--- src/bsf_defs.svh ---
`ifndef BSF_DEFS_SVH
`define BSF_DEFS_SVH

`define BSF_ADDR_W 8
`define BSF_OFF_RX_DATA 8'h00
`define BSF_OFF_TX_DATA 8'h04
`define BSF_OFF_CTRL 8'h08
`define BSF_OFF_STATUS 8'h0C
`define BSF_OFF_CLK_RATIO 8'h10
`define BSF_OFF_IRQ_STAT 8'h14
`define BSF_OFF_IRQ_MASK 8'h18

`define BSF_RST_RX_DATA 16'h0000
`define BSF_RST_CLK_RATIO 16'h0006
`define BSF_RST_CTRL 16'h0000

`define BSF_FIFO_DEPTH 10
`define BSF_DEPTH_MAX 4'h9

`define BSF_CTRL_EN 0
`define BSF_CTRL_MASTER_SELECT_BIT 1
`define BSF_CTRL_RIE_LO 2
`define BSF_CTRL_WL16 4
`define BSF_CTRL_RXD_LO 8
`define BSF_CTRL_TXD_LO 12

`define BSF_ST_FIFO_DISABLE_BIT 0
`define BSF_ST_BUS_ERROR_FLAG 2
`define BSF_ST_RECEIVE_NOT_EMPTY_FLAG 3
`define BSF_ST_RFF 4
`define BSF_ST_TFF 8
`define BSF_ST_TFNE 9

`define BSF_IRQ_RECEIVE_NOT_EMPTY_FLAG 0
`define BSF_IRQ_RFF 1
`define BSF_IRQ_BUS_ERROR_FLAG 2

`define BSF_RIE_RECEIVE_NOT_EMPTY_FLAG 2'h1
`define BSF_RIE_RFF 2'h3

`endif

--- src/bsf_pkg.sv ---
package bsf_pkg;
    typedef enum logic {BSF_IDLE, BSF_RUN} bsf_state_t;
endpackage : bsf_pkg

--- src/bsf_top.sv ---
`include "bsf_defs.svh"

module bsf_top
    import bsf_pkg::*;
(
    input wire logic mclk_i,
    input wire logic sys_rst_i,
    input wire logic [7:0] addr_i,
    input wire logic [15:0] wdata_i,
    input wire logic wr_i,
    input wire logic rd_i,
    output logic [15:0] rdata_o,
    output logic irq_o,
    input wire logic sclk_i,
    output logic sclk_o,
    output logic sclk_oe_o,
    input wire logic mosi_i,
    output logic mosi_o,
    output logic mosi_oe_o,
    input wire logic miso_i,
    output logic miso_o,
    output logic miso_oe_o,
    input wire logic ss_n_i
);
    logic [15:0] ctrl;
    logic [15:0] clk_ratio;
    logic fifo_disable_bit;
    logic bus_error_flag;
    logic [2:0] irq_stat;
    logic [2:0] irq_mask;
    logic [1:0] sclk_sy, mosi_sy, miso_sy, ss_sy;
    logic sclk_d;
    bsf_state_t state;
    logic [15:0] shreg;
    logic out_bit;
    logic [4:0] bit_cnt;
    logic [7:0] div_cnt;
    logic sclk_m;
    logic [15:0] rx_mem [0:`BSF_FIFO_DEPTH-1];
    logic [15:0] tx_mem [0:`BSF_FIFO_DEPTH-1];
    logic [3:0] rx_wp, rx_rp, tx_wp, tx_rp;
    logic [3:0] rx_cnt, tx_cnt;
    logic rff_d, receive_not_empty_flag_d;

    wire en = ctrl[`BSF_CTRL_EN];
    wire master_select_bit = ctrl[`BSF_CTRL_MASTER_SELECT_BIT];
    wire [1:0] rie = ctrl[`BSF_CTRL_RIE_LO +: 2];
    wire wl16 = ctrl[`BSF_CTRL_WL16];
    wire [3:0] rx_depth = ctrl[`BSF_CTRL_RXD_LO +: 4];
    wire [3:0] tx_depth = ctrl[`BSF_CTRL_TXD_LO +: 4];
    // out-of-range depth codes fall back to a single location
    wire [3:0] rx_cap = (rx_depth > `BSF_DEPTH_MAX) ? 4'h1 : rx_depth + 4'h1;
    wire [3:0] tx_cap = (tx_depth > `BSF_DEPTH_MAX) ? 4'h1 : tx_depth + 4'h1;
    wire receive_full_flag = (rx_cnt >= rx_cap) && (rx_cnt != 4'h0);
    wire receive_not_empty_flag = (rx_cnt != 4'h0);
    wire tff = (tx_cnt >= tx_cap);
    wire tfne = (tx_cnt != 4'h0);
    wire [4:0] nbits = wl16 ? 5'h10 : 5'h08;
    wire [7:0] half = (clk_ratio[7:0] < 8'h2) ? 8'h1 : {1'b0, clk_ratio[7:1]};

    wire wr_ctrl = wr_i && (addr_i == `BSF_OFF_CTRL);
    wire wr_stat = wr_i && (addr_i == `BSF_OFF_STATUS);
    wire rd_rx = rd_i && (addr_i == `BSF_OFF_RX_DATA);
    wire rd_irq = rd_i && (addr_i == `BSF_OFF_IRQ_STAT);
    wire tx_push = wr_i && (addr_i == `BSF_OFF_TX_DATA) && !tff;
    wire rx_pop = rd_rx && receive_not_empty_flag;

    // master edges come from the divider, slave edges from the synced pin
    wire m_tick = (state == BSF_RUN) && master_select_bit && (div_cnt == half - 8'h1);
    wire rise = master_select_bit ? (m_tick && !sclk_m) : (sclk_sy[1] && !sclk_d);
    wire fall = master_select_bit ? (m_tick && sclk_m) : (!sclk_sy[1] && sclk_d);
    wire din = master_select_bit ? miso_sy[1] : mosi_sy[1];
    wire start_m = en && master_select_bit && (state == BSF_IDLE) && tfne;
    wire start_s = en && !master_select_bit && (state == BSF_IDLE) && !ss_sy[1];
    wire start = start_m || start_s;
    wire done = (state == BSF_RUN) && fall && (bit_cnt == nbits);
    wire tx_pop = start && tfne;
    wire rx_push = done && (rx_cnt < rx_cap);
    wire [15:0] rx_word = wl16 ? shreg : {shreg[7:0], 8'h00};
    wire [15:0] tx_word = tfne ? tx_mem[tx_rp] : 16'h0000;

    // pin inputs: two flops before use
    always_ff @(posedge mclk_i or posedge sys_rst_i) begin
        if (sys_rst_i) begin
            sclk_sy <= 2'h0;
            mosi_sy <= 2'h0;
            miso_sy <= 2'h0;
            ss_sy <= 2'h3;
            sclk_d <= 1'b0;
        end else begin
            sclk_sy <= {sclk_sy[0], sclk_i};
            mosi_sy <= {mosi_sy[0], mosi_i};
            miso_sy <= {miso_sy[0], miso_i};
            ss_sy <= {ss_sy[0], ss_n_i};
            sclk_d <= sclk_sy[1];
        end
    end

    // control register, depth fields forced to zero by a flush
    always_ff @(posedge mclk_i or posedge sys_rst_i) begin
        if (sys_rst_i) begin
            ctrl <= `BSF_RST_CTRL;
        end else if (wr_ctrl) begin
            ctrl <= wdata_i;
        end else if (fifo_disable_bit) begin
            ctrl[`BSF_CTRL_RXD_LO +: 4] <= 4'h0;
            ctrl[`BSF_CTRL_TXD_LO +: 4] <= 4'h0;
        end
    end

    always_ff @(posedge mclk_i or posedge sys_rst_i) begin
        if (sys_rst_i) begin
            clk_ratio <= `BSF_RST_CLK_RATIO;
        end else if (wr_i && addr_i == `BSF_OFF_CLK_RATIO) begin
            clk_ratio <= {8'h00, wdata_i[7:0]};
        end
    end

    always_ff @(posedge mclk_i or posedge sys_rst_i) begin
        if (sys_rst_i) begin
            fifo_disable_bit <= 1'b0;
        end else begin
            fifo_disable_bit <= wr_stat && wdata_i[`BSF_ST_FIFO_DISABLE_BIT];
        end
    end

    // sticky until a write of one; a new contention wins over the clear
    always_ff @(posedge mclk_i or posedge sys_rst_i) begin
        if (sys_rst_i) begin
            bus_error_flag <= 1'b0;
        end else if (en && master_select_bit && !ss_sy[1]) begin
            bus_error_flag <= 1'b1;
        end else if (wr_stat && wdata_i[`BSF_ST_BUS_ERROR_FLAG]) begin
            bus_error_flag <= 1'b0;
        end
    end

    always_ff @(posedge mclk_i or posedge sys_rst_i) begin
        if (sys_rst_i) begin
            rff_d <= 1'b0;
            receive_not_empty_flag_d <= 1'b0;
        end else begin
            rff_d <= receive_full_flag;
            receive_not_empty_flag_d <= receive_not_empty_flag;
        end
    end

    always_ff @(posedge mclk_i or posedge sys_rst_i) begin
        if (sys_rst_i) begin
            irq_stat <= 3'h0;
        end else begin
            irq_stat[`BSF_IRQ_RECEIVE_NOT_EMPTY_FLAG] <= (receive_not_empty_flag && !receive_not_empty_flag_d && rie == `BSF_RIE_RECEIVE_NOT_EMPTY_FLAG)
                || (irq_stat[`BSF_IRQ_RECEIVE_NOT_EMPTY_FLAG] && !rd_irq);
            irq_stat[`BSF_IRQ_RFF] <= (receive_full_flag && !rff_d && rie == `BSF_RIE_RFF)
                || (irq_stat[`BSF_IRQ_RFF] && !rd_irq);
            irq_stat[`BSF_IRQ_BUS_ERROR_FLAG] <= (en && master_select_bit && !ss_sy[1] && !bus_error_flag)
                || (irq_stat[`BSF_IRQ_BUS_ERROR_FLAG] && !rd_irq);
        end
    end

    always_ff @(posedge mclk_i or posedge sys_rst_i) begin
        if (sys_rst_i) begin
            irq_mask <= 3'h0;
        end else if (wr_i && addr_i == `BSF_OFF_IRQ_MASK) begin
            irq_mask <= wdata_i[2:0];
        end
    end

    always_ff @(posedge mclk_i or posedge sys_rst_i) begin
        if (sys_rst_i) begin
            irq_o <= 1'b0;
        end else begin
            irq_o <= |(irq_stat & irq_mask);
        end
    end

    // read data stands only in the cycle after the strobe
    always_ff @(posedge mclk_i or posedge sys_rst_i) begin
        if (sys_rst_i) begin
            rdata_o <= `BSF_RST_RX_DATA;
        end else if (rd_i) begin
            unique case (addr_i)
                `BSF_OFF_RX_DATA: rdata_o <= receive_not_empty_flag ? rx_mem[rx_rp] : `BSF_RST_RX_DATA;
                `BSF_OFF_CTRL: rdata_o <= ctrl;
                `BSF_OFF_STATUS: rdata_o <= {6'h00, tfne, tff, 3'h0, receive_full_flag, receive_not_empty_flag, bus_error_flag,
                    1'b0, fifo_disable_bit};
                `BSF_OFF_CLK_RATIO: rdata_o <= clk_ratio;
                `BSF_OFF_IRQ_STAT: rdata_o <= {13'h0000, irq_stat};
                `BSF_OFF_IRQ_MASK: rdata_o <= {13'h0000, irq_mask};
                default: rdata_o <= 16'h0000;
            endcase
        end else begin
            rdata_o <= 16'h0000;
        end
    end

    // a capacity of one makes the fifo the plain receive/transmit register
    always_ff @(posedge mclk_i) begin
        if (rx_push) begin
            rx_mem[rx_wp] <= rx_word;
        end
        if (tx_push) begin
            tx_mem[tx_wp] <= wdata_i;
        end
    end

    always_ff @(posedge mclk_i or posedge sys_rst_i) begin
        if (sys_rst_i) begin
            rx_wp <= 4'h0;
            rx_rp <= 4'h0;
            rx_cnt <= 4'h0;
        end else if (fifo_disable_bit) begin
            rx_wp <= 4'h0;
            rx_rp <= 4'h0;
            rx_cnt <= 4'h0;
        end else begin
            if (rx_push) begin
                rx_wp <= (rx_wp == `BSF_DEPTH_MAX) ? 4'h0 : rx_wp + 4'h1;
            end
            if (rx_pop) begin
                rx_rp <= (rx_rp == `BSF_DEPTH_MAX) ? 4'h0 : rx_rp + 4'h1;
            end
            rx_cnt <= rx_cnt + {3'h0, rx_push} - {3'h0, rx_pop};
        end
    end

    always_ff @(posedge mclk_i or posedge sys_rst_i) begin
        if (sys_rst_i) begin
            tx_wp <= 4'h0;
            tx_rp <= 4'h0;
            tx_cnt <= 4'h0;
        end else if (fifo_disable_bit) begin
            tx_wp <= 4'h0;
            tx_rp <= 4'h0;
            tx_cnt <= 4'h0;
        end else begin
            if (tx_push) begin
                tx_wp <= (tx_wp == `BSF_DEPTH_MAX) ? 4'h0 : tx_wp + 4'h1;
            end
            if (tx_pop) begin
                tx_rp <= (tx_rp == `BSF_DEPTH_MAX) ? 4'h0 : tx_rp + 4'h1;
            end
            tx_cnt <= tx_cnt + {3'h0, tx_push} - {3'h0, tx_pop};
        end
    end

    // serial clock divider: half the ratio per phase
    // held at zero outside frames, so the serial clock idles low
    always_ff @(posedge mclk_i or posedge sys_rst_i) begin
        if (sys_rst_i) begin
            div_cnt <= 8'h00;
            sclk_m <= 1'b0;
        end else if (state != BSF_RUN || !master_select_bit) begin
            div_cnt <= 8'h00;
            sclk_m <= 1'b0;
        end else if (m_tick) begin
            div_cnt <= 8'h00;
            sclk_m <= !sclk_m;
        end else begin
            div_cnt <= div_cnt + 8'h01;
        end
    end

    // sample on rising edge, present next bit on falling edge
    // a slave frame cut by select rising is dropped, nothing pushed
    always_ff @(posedge mclk_i or posedge sys_rst_i) begin
        if (sys_rst_i) begin
            state <= BSF_IDLE;
            shreg <= 16'h0000;
            out_bit <= 1'b0;
            bit_cnt <= 5'h00;
        end else begin
            unique case (state)
                BSF_IDLE: begin
                    if (start) begin
                        state <= BSF_RUN;
                        shreg <= tx_word;
                        out_bit <= tx_word[15];
                        bit_cnt <= 5'h00;
                    end
                end
                BSF_RUN: begin
                    if (!en || fifo_disable_bit || (!master_select_bit && ss_sy[1])) begin
                        state <= BSF_IDLE;
                    end else if (done) begin
                        state <= BSF_IDLE;
                    end else if (rise) begin
                        shreg <= {shreg[14:0], din};
                        bit_cnt <= bit_cnt + 5'h01;
                    end else if (fall) begin
                        out_bit <= shreg[15];
                    end
                end
            endcase
        end
    end

    assign sclk_o = sclk_m;
    assign sclk_oe_o = en && master_select_bit;
    assign mosi_o = out_bit;
    assign mosi_oe_o = en && master_select_bit;
    assign miso_o = out_bit;
    assign miso_oe_o = en && !master_select_bit && !ss_sy[1];
endmodule : bsf_top

--- config.mk ---
export PLATFORM = sky130hd
export DESIGN_NAME = bsf_top
export DESIGN_NICKNAME = d
export VERILOG_FILES = /design/src/bsf_pkg.sv /design/src/bsf_top.sv
export VERILOG_INCLUDE_DIRS = /design/src /design/src/src
export SDC_FILE = /design/constraint.sdc
export NUM_CORES = 1
export LEC_CHECK = 0
export BUFFER_PORTS_ARGS = -buffer_cell sky130_fd_sc_hd__clkbuf_2
export CAP_MARGIN = 20
export CORE_ASPECT_RATIO = 1.4
export CORE_MARGIN = 2
export CORE_UTILIZATION = 60
export CTS_CLUSTER_DIAMETER = 50
export DETAILED_ROUTE_END_ITERATION = 8
export PLACE_DENSITY = 0.77
export SETUP_SLACK_MARGIN = 0.15
export SLEW_MARGIN = 20
export SYNTH_ARGS = -nofsm -noshare
export SYNTH_HDL_FRONTEND = slang
export SYNTH_SLANG_ARGS = --single-unit
--- constraint.sdc ---
create_clock -name mclk_i -period 10.93 [get_ports mclk_i]
set_input_delay 1.093 -clock mclk_i [delete_from_list [all_inputs] [get_ports mclk_i]]
set_output_delay 1.093 -clock mclk_i [all_outputs]
set_load 0.1 [all_outputs]
**Word level (Yosys, flattened, before mapping)**

Memory sizes are Yosys's and may differ from the RTL's.
Cells that the tools add are included.

- $add $sub $neg: 13
- Magnitude comparators: 6
- Equality and inequality tests: 20
- Mux-type cells: 58
- Bitwise operators: 2
- Reduce and logical (&&, ||, !) cells: 70

Operators with widths:

| kind | count |
|---|---|
| $mux W16 | 8 |
| $pmux W16 S6 | 1 |
| $mux W4 | 16 |
| $logic_and A1 B1 Y1 | 39 |
| $mux W8 | 4 |
| $pmux W16 S2 | 1 |
| $mux W5 | 5 |
| $add A4 B1 Y4 const B | 6 |
| $eq A8 B5 Y1 const B | 3 |
| $mux W1 | 19 |
| $eq A4 B4 Y1 const B | 4 |
| $eq A8 B4 Y1 const B | 2 |
| $reduce_bool A2 Y1 | 7 |
| $logic_not A1 Y1 | 11 |
| $pmux W5 S2 | 1 |
| $add A4 B1 Y4 | 2 |
| $add A8 B1 Y8 const B | 1 |
| $eq A8 B3 Y1 const B | 1 |
| $eq A8 B8 Y1 | 1 |
| $ge A4 B4 Y1 | 2 |
| $gt A4 B4 Y1 const B | 2 |
| $logic_not A8 Y1 | 1 |
| $lt A8 B2 Y1 const B | 1 |
| $ne A2 B2 Y1 const B | 4 |
| other kinds (17) | 27 |

- Flip-flop bits (word level): 116
- Bits in writable memories: 320
- Output and inout bits: 23
- Word-level logic and storage cells: 199
- Memories kept: 2

Memory list:

| name | words | width | rd ports | clocked after memory_dff | write ports | line | source |
|---|---|---|---|---|---|---|---|
| rx_mem | 10 | 16 | 1 | 0 | 1 | bsf_top.sv:39 | `` logic [15:0] rx_mem [0:`BSF_FIFO_DEPTH-1]; `` |
| tx_mem | 10 | 16 | 1 | 0 | 1 | bsf_top.sv:40 | `` logic [15:0] tx_mem [0:`BSF_FIFO_DEPTH-1]; `` |

**Logic depth before layout (Yosys ltp)**

- Depth in word-level cells: 13
- Depth in mapped cells: 21

**Worst setup path before layout**

Ideal clock, no wire load.

- Path type: flip-flop to flip-flop
- From: register clk_ratio[6]
- To: memory rx_mem[4][0], enable pin
- Library setup time: 0.430 ns
- Arrival time: 4.153 ns
- Path slack: 6.347 ns
- Stages on the path, launching flop included: 12
- Buffers on the path: 2
- Period minus slack after synthesis: 4.583 ns
- Path through: dfrtp_1 -> buf_6 -> nor4_1 -> a21oi_1 -> ha_1 -> nor3b_2 -> and3_1 -> nor4_1 -> o2111ai_2 -> o31a_1 -> clkbuf_1 -> nor4_1

- Word-level cells in the longest chain between the ends: 12

RTL lines:

| what | line | source |
|---|---|---|
| start, declared | bsf_top.sv:26 | `logic [15:0] clk_ratio;` |
| start signal, assigned | bsf_top.sv:113 | `` clk_ratio <= `BSF_RST_CLK_RATIO; `` |
| start signal, assigned | bsf_top.sv:115 | `clk_ratio <= {8'h00, wdata_i[7:0]};` |
| $lt A8 B2 Y1 | bsf_top.sv:59 | `wire [7:0] half = (clk_ratio[7:0] < 8'h2) ? 8'h1 : {1'b0, clk_ratio[7:1]};` |
| $mux W7 * | bsf_top.sv:59 |  |
| $sub A7 B1 Y8 * | bsf_top.sv:69 | `wire m_tick = (state == BSF_RUN) && master_select_bit && (div_cnt == half - 8'h1);` |
| $eq A8 B8 Y1 * | bsf_top.sv:69 |  |
| $logic_and A1 B1 Y1 * | bsf_top.sv:69 |  |
| $logic_and A1 B1 Y1 * | bsf_top.sv:71 | `wire fall = master_select_bit ? (m_tick && sclk_m) : (!sclk_sy[1] && sclk_d);` |
| $mux W1 * | bsf_top.sv:71 |  |
| $logic_and A1 B1 Y1 * (2 in a row) | bsf_top.sv:76 | `wire done = (state == BSF_RUN) && fall && (bit_cnt == nbits);` |
| $logic_and A1 B1 Y1 * | bsf_top.sv:78 | `wire rx_push = done && (rx_cnt < rx_cap);` |
| $mux W1 * | bsf_top.sv:199 | `if (rx_push) begin` |
| $mux W1 (not written as such) * | bsf_top.sv:200 | `rx_mem[rx_wp] <= rx_word;` |
| end, declared | bsf_top.sv:39 |  |

Every way passes the cells marked *; elsewhere a longest branch is shown, timed or not.

**Worst setup path in the final report**

- From: register ctrl[8]
- To: memory rx_mem[3][3], enable pin

- Word-level cells in the longest chain between the ends: 6
- Elaborated cells between the ends (all ways): 7
- Those cells by class: 1 x add/sub; 2 x order compare; 3 x mux; 1 x reduce/logical

RTL lines:

| what | line | source |
|---|---|---|
| start, declared | bsf_top.sv:25 | `logic [15:0] ctrl;` |
| start signal, assigned | bsf_top.sv:102 | `` ctrl <= `BSF_RST_CTRL; `` |
| start signal, assigned | bsf_top.sv:104 | `ctrl <= wdata_i;` |
| $add A4 B1 Y4 or $gt A4 B4 Y1 (tied branches) | -- |  |
| $mux W4 * | bsf_top.sv:52 | `` wire [3:0] rx_cap = (rx_depth > `BSF_DEPTH_MAX) ? 4'h1 : rx_depth + 4'h1; `` |
| $lt A4 B4 Y1 * | bsf_top.sv:78 |  |
| $logic_and A1 B1 Y1 * | bsf_top.sv:78 |  |
| $mux W1 * | bsf_top.sv:199 |  |
| $mux W1 (not written as such) * | bsf_top.sv:200 |  |

Marks and branches as above.

==> flow_summary.yaml <==
clocking:
  hold_buffers: 0
  worstSkewPairLatency_ns: 0.55
  clk_pin_slew_ns: 0.06
  clockBufferDepth: 3
  clock_sinks: 436
  cts_setup_buffers: 0
  clock-root-buffer: "clkbuf_16"
  cts_tree: "built"
  cts_max_level: 2
  ctsResizeCount: 0
  cts_buffers: 41
min_path:
  hold_class: "register to register"
  hold_start: "miso_sy[0]"
  holdPathStages: 0
  min_to: "miso_sy[1]"
grt:
  antenna_found_initial: 0
  grt_first_pass_wirelength_um: 65270
  gr-total-overflow: 0
  grt_start_max_net_pins: 62
  grt_pass1_vias: 11260
  grt_usage_pct: 26.12
placement:
  place_inst: 1669
  placed_area_sq_um: 19750
  finalWeightedCongestion: 0.9379
  port_buffers: 54
  dp_hpwl_um: 28310
  place_worst_setup_slack_ns: 6.711
power_and_ir_drop:
  swShare_pct: 27.87
  power_density_nw_per_um2: 203.9
  combPwrFrac_pct: 21.0
  power_switching_mw: 1.200
  p_leak_nw: 7.714
  p_seq_share_pct: 45.8
  power.internal_mw: 3.106
  ir_worst_vdd_mv: 0.2081
  p_total_mw: 4.306
  clockPowerShare_pct: 33.3
final_layout:
  final_cell_mix: "320 x edfxtp_1, 110 x dfrtp_1, 67 x nand2_1"
  n_antenna_cell: 0
  final_cells: 1746
  syn_to_final_growth_pct: 11.52
  layout_commonest_cell: "edfxtp_1"
  layout-drive-gt1-share_pct: 21.84
  final_cell_area_sq_um: 21120
  final_util_pct: 67.46
  nets: 1384
  nFillCells: 2124
run_status:
  status: "finished, final reports clean"
sta:
  max_slew.worst_pin.slew_ns: 0.9625
  clock.fmax_mhz: 234.1
  period_minus_slack_ns: 4.271
  rsz0062_at_grt: "false"
  slew_headroom_pct: 35.83
  fin_setup_tns_ns: 0
  slew_violations: 0
  hold_ws_ns: 0.3479
  finalHoldViolCount: 0
  setup_slack_ns: 6.659
  fin_skew_ns: 0.01258
  setup_viol: 0
  post-route-period-util_pct: 39.07
floorplan:
  rows: 77
  die_y_um: 214.2
  core_area_sq_um: 31310
  initial_core_util_pct: 60.49
  die-area_sq_um: 33020
  dieWidth_um: 154.2
  pin_count: 55
routing:
  wl_per_cell_um: 24.27
  drt_first_pass_iters: 6
  vias: 11050
  viasPerCell: 6.327
  wl_um: 42380
  ant_nets: 0
  drc: 0
  drt_iter0_markers: 795
yosys:
  syn_nets: 1322
  synth_warnings: 0
  synthFlopType: "edfxtp_1"
  yosysUniqueCellTypes: 78
  syn_avg_cell_area_sq_um: 15.08
  async_flop_share_pct: 26.61
  synth_cells: 1256
  synth.cell_area_sq_um: 18940
  synth_edf_count: 320
  ys_ff_latch: 436
  yosysSeqAreaShare_pct: 66.09
run:
  cap_violations: 0
worst_setup_path:
  worstReg2RegStart: "ctrl[8]"
  r2r-end: "rx_mem[3][3]"
  worstPathArrival_ns: 4.51
  worstPathRequired_ns: 11.17
  ff2ff_path_depth: 15
  cp_max_fo: 11
  path_class: "register to register"
  setup.worst_path.end_class: "register"
  start_kind: "register"
  rrSetupSlack_ns: 6.66
-- Yosys cell counts, types with 7 or more instances --
| cell type | n | share of area, % |
|---|---|---|
| nor4_1 | 9 | 0.30 |
| nor2b_1 | 39 | 1.3 |
| mux4_2 | 50 | 5.9 |
| a221oi_1 | 19 | 0.88 |
| a21boi_0 | 8 | 0.32 |
| nor3_1 | 16 | 0.42 |
| a21oi_1 | 53 | 1.4 |
| a22o_1 | 18 | 0.83 |
| xor2_1 | 7 | 0.32 |
| mux2i_1 | 57 | 3.0 |
| mux2_2 | 51 | 3.0 |
| clkbuf_1 | 49 | 0.97 |
| nand3_1 | 25 | 0.66 |
| ha_1 | 32 | 2.1 |
| xnor2_1 | 10 | 0.46 |
| nor2_1 | 64 | 1.3 |
| dfrtp_1 | 112 | 15 |
| buf_2 | 14 | 0.37 |
| edfxtp_1 | 320 | 51 |
| inv_1 | 36 | 0.71 |
| nand2b_1 | 11 | 0.36 |
| and2_1 | 13 | 0.43 |
| and3_1 | 12 | 0.40 |
| o21ai_0 | 23 | 0.61 |
| mux2_4 | 8 | 0.63 |
| o31ai_1 | 10 | 0.40 |
| a211oi_1 | 32 | 1.3 |
| nand2_1 | 67 | 1.3 |
-- worst max-delay path, stage by stage, from the launching register on --
cell and delay (ns):
dfrtp_1 0.45, inv_1 0.10, ha_1 0.21, nor2_1 0.16
nand2_1 0.08, nand2_1 0.07, nor2_1 0.04, a21oi_1 0.13
ha_1 0.28, a21o_1 0.17, a21oi_1 0.37, and4_1 0.33
inv_1 0.11, o31a_1 0.32, nor4_2 0.80, buf_4 0.35
-- state kept, by name (all words and copies together) (netlist names), 2 cells and up --
name       count
shreg         16
rx_wp          4
sclk_sy        2
tx_wp          4
div_cnt        8
ss_sy          2
rdata_o       16
tx_mem       160
tx_rp          4
mosi_sy        2
ctrl          16
clk_ratio      8
rx_cnt         4
irq_stat       3
rx_rp          4
irq_mask       3
rx_mem       160
bit_cnt        5
tx_cnt         4
miso_sy        2
-- per-layer routing --
metal  GRT usage [%]  up-vias  share of wire, %
met1           30.79     5647                37
met2           48.13      354                55
met3           3.436      101               4.8
li1                -     4945                 -
met5               0        -                 0
met4           10.59        0               3.9
-- worst max path at each step --
stage,endpoint,startpoint,cells after the start
after floorplan,rx_mem[4][0],clk_ratio[6],11
after global placement,rx_mem[9][6],clk_ratio[6],10
after detailed placement,rx_mem[3][12],clk_ratio[6],11
after CTS,rx_mem[3][8],clk_ratio[6],11
after global routing,rx_mem[3][8],ctrl[8],14
final,rx_mem[3][3],ctrl[8],15
-- final cells by class --
type                       instances  area, sq um  share of cell area (%)
sequential                       436        12520                   59.29
clock inverter                    25        252.7                   1.197
clock buffer                      51         1106                   5.237
multi-input combinational        712         6053                   28.66
tap                              395        494.2                   2.340
inverter                          36        137.6                  0.6516
timing repair buffer              91        555.5                   2.630
-- kinds of logic after synthesis --
group | Yosys count | synth area share [%]
compound gates | 203 | 7.743
xor+xnor | 17 | 0.7861
fa+ha+maj | 34 | 2.325
buf+inv | 108 | 2.411
flops | 436 | 66.09
mux | 166 | 12.62
simple gates | 292 | 8.020
-- power groups by stage --
stage	logic (mW)	registers (mW)	clock network, mW
2_1_floorplan	0.683	1.98	0
3_3_place_gp	0.874	2.00	0
3_5_place_dp	0.901	2.00	0
4_1_cts	0.913	1.97	1.44
5_1_grt	0.987	1.98	1.51
6_report	0.903	1.97	1.43
(Power assumes the default switching activity.)
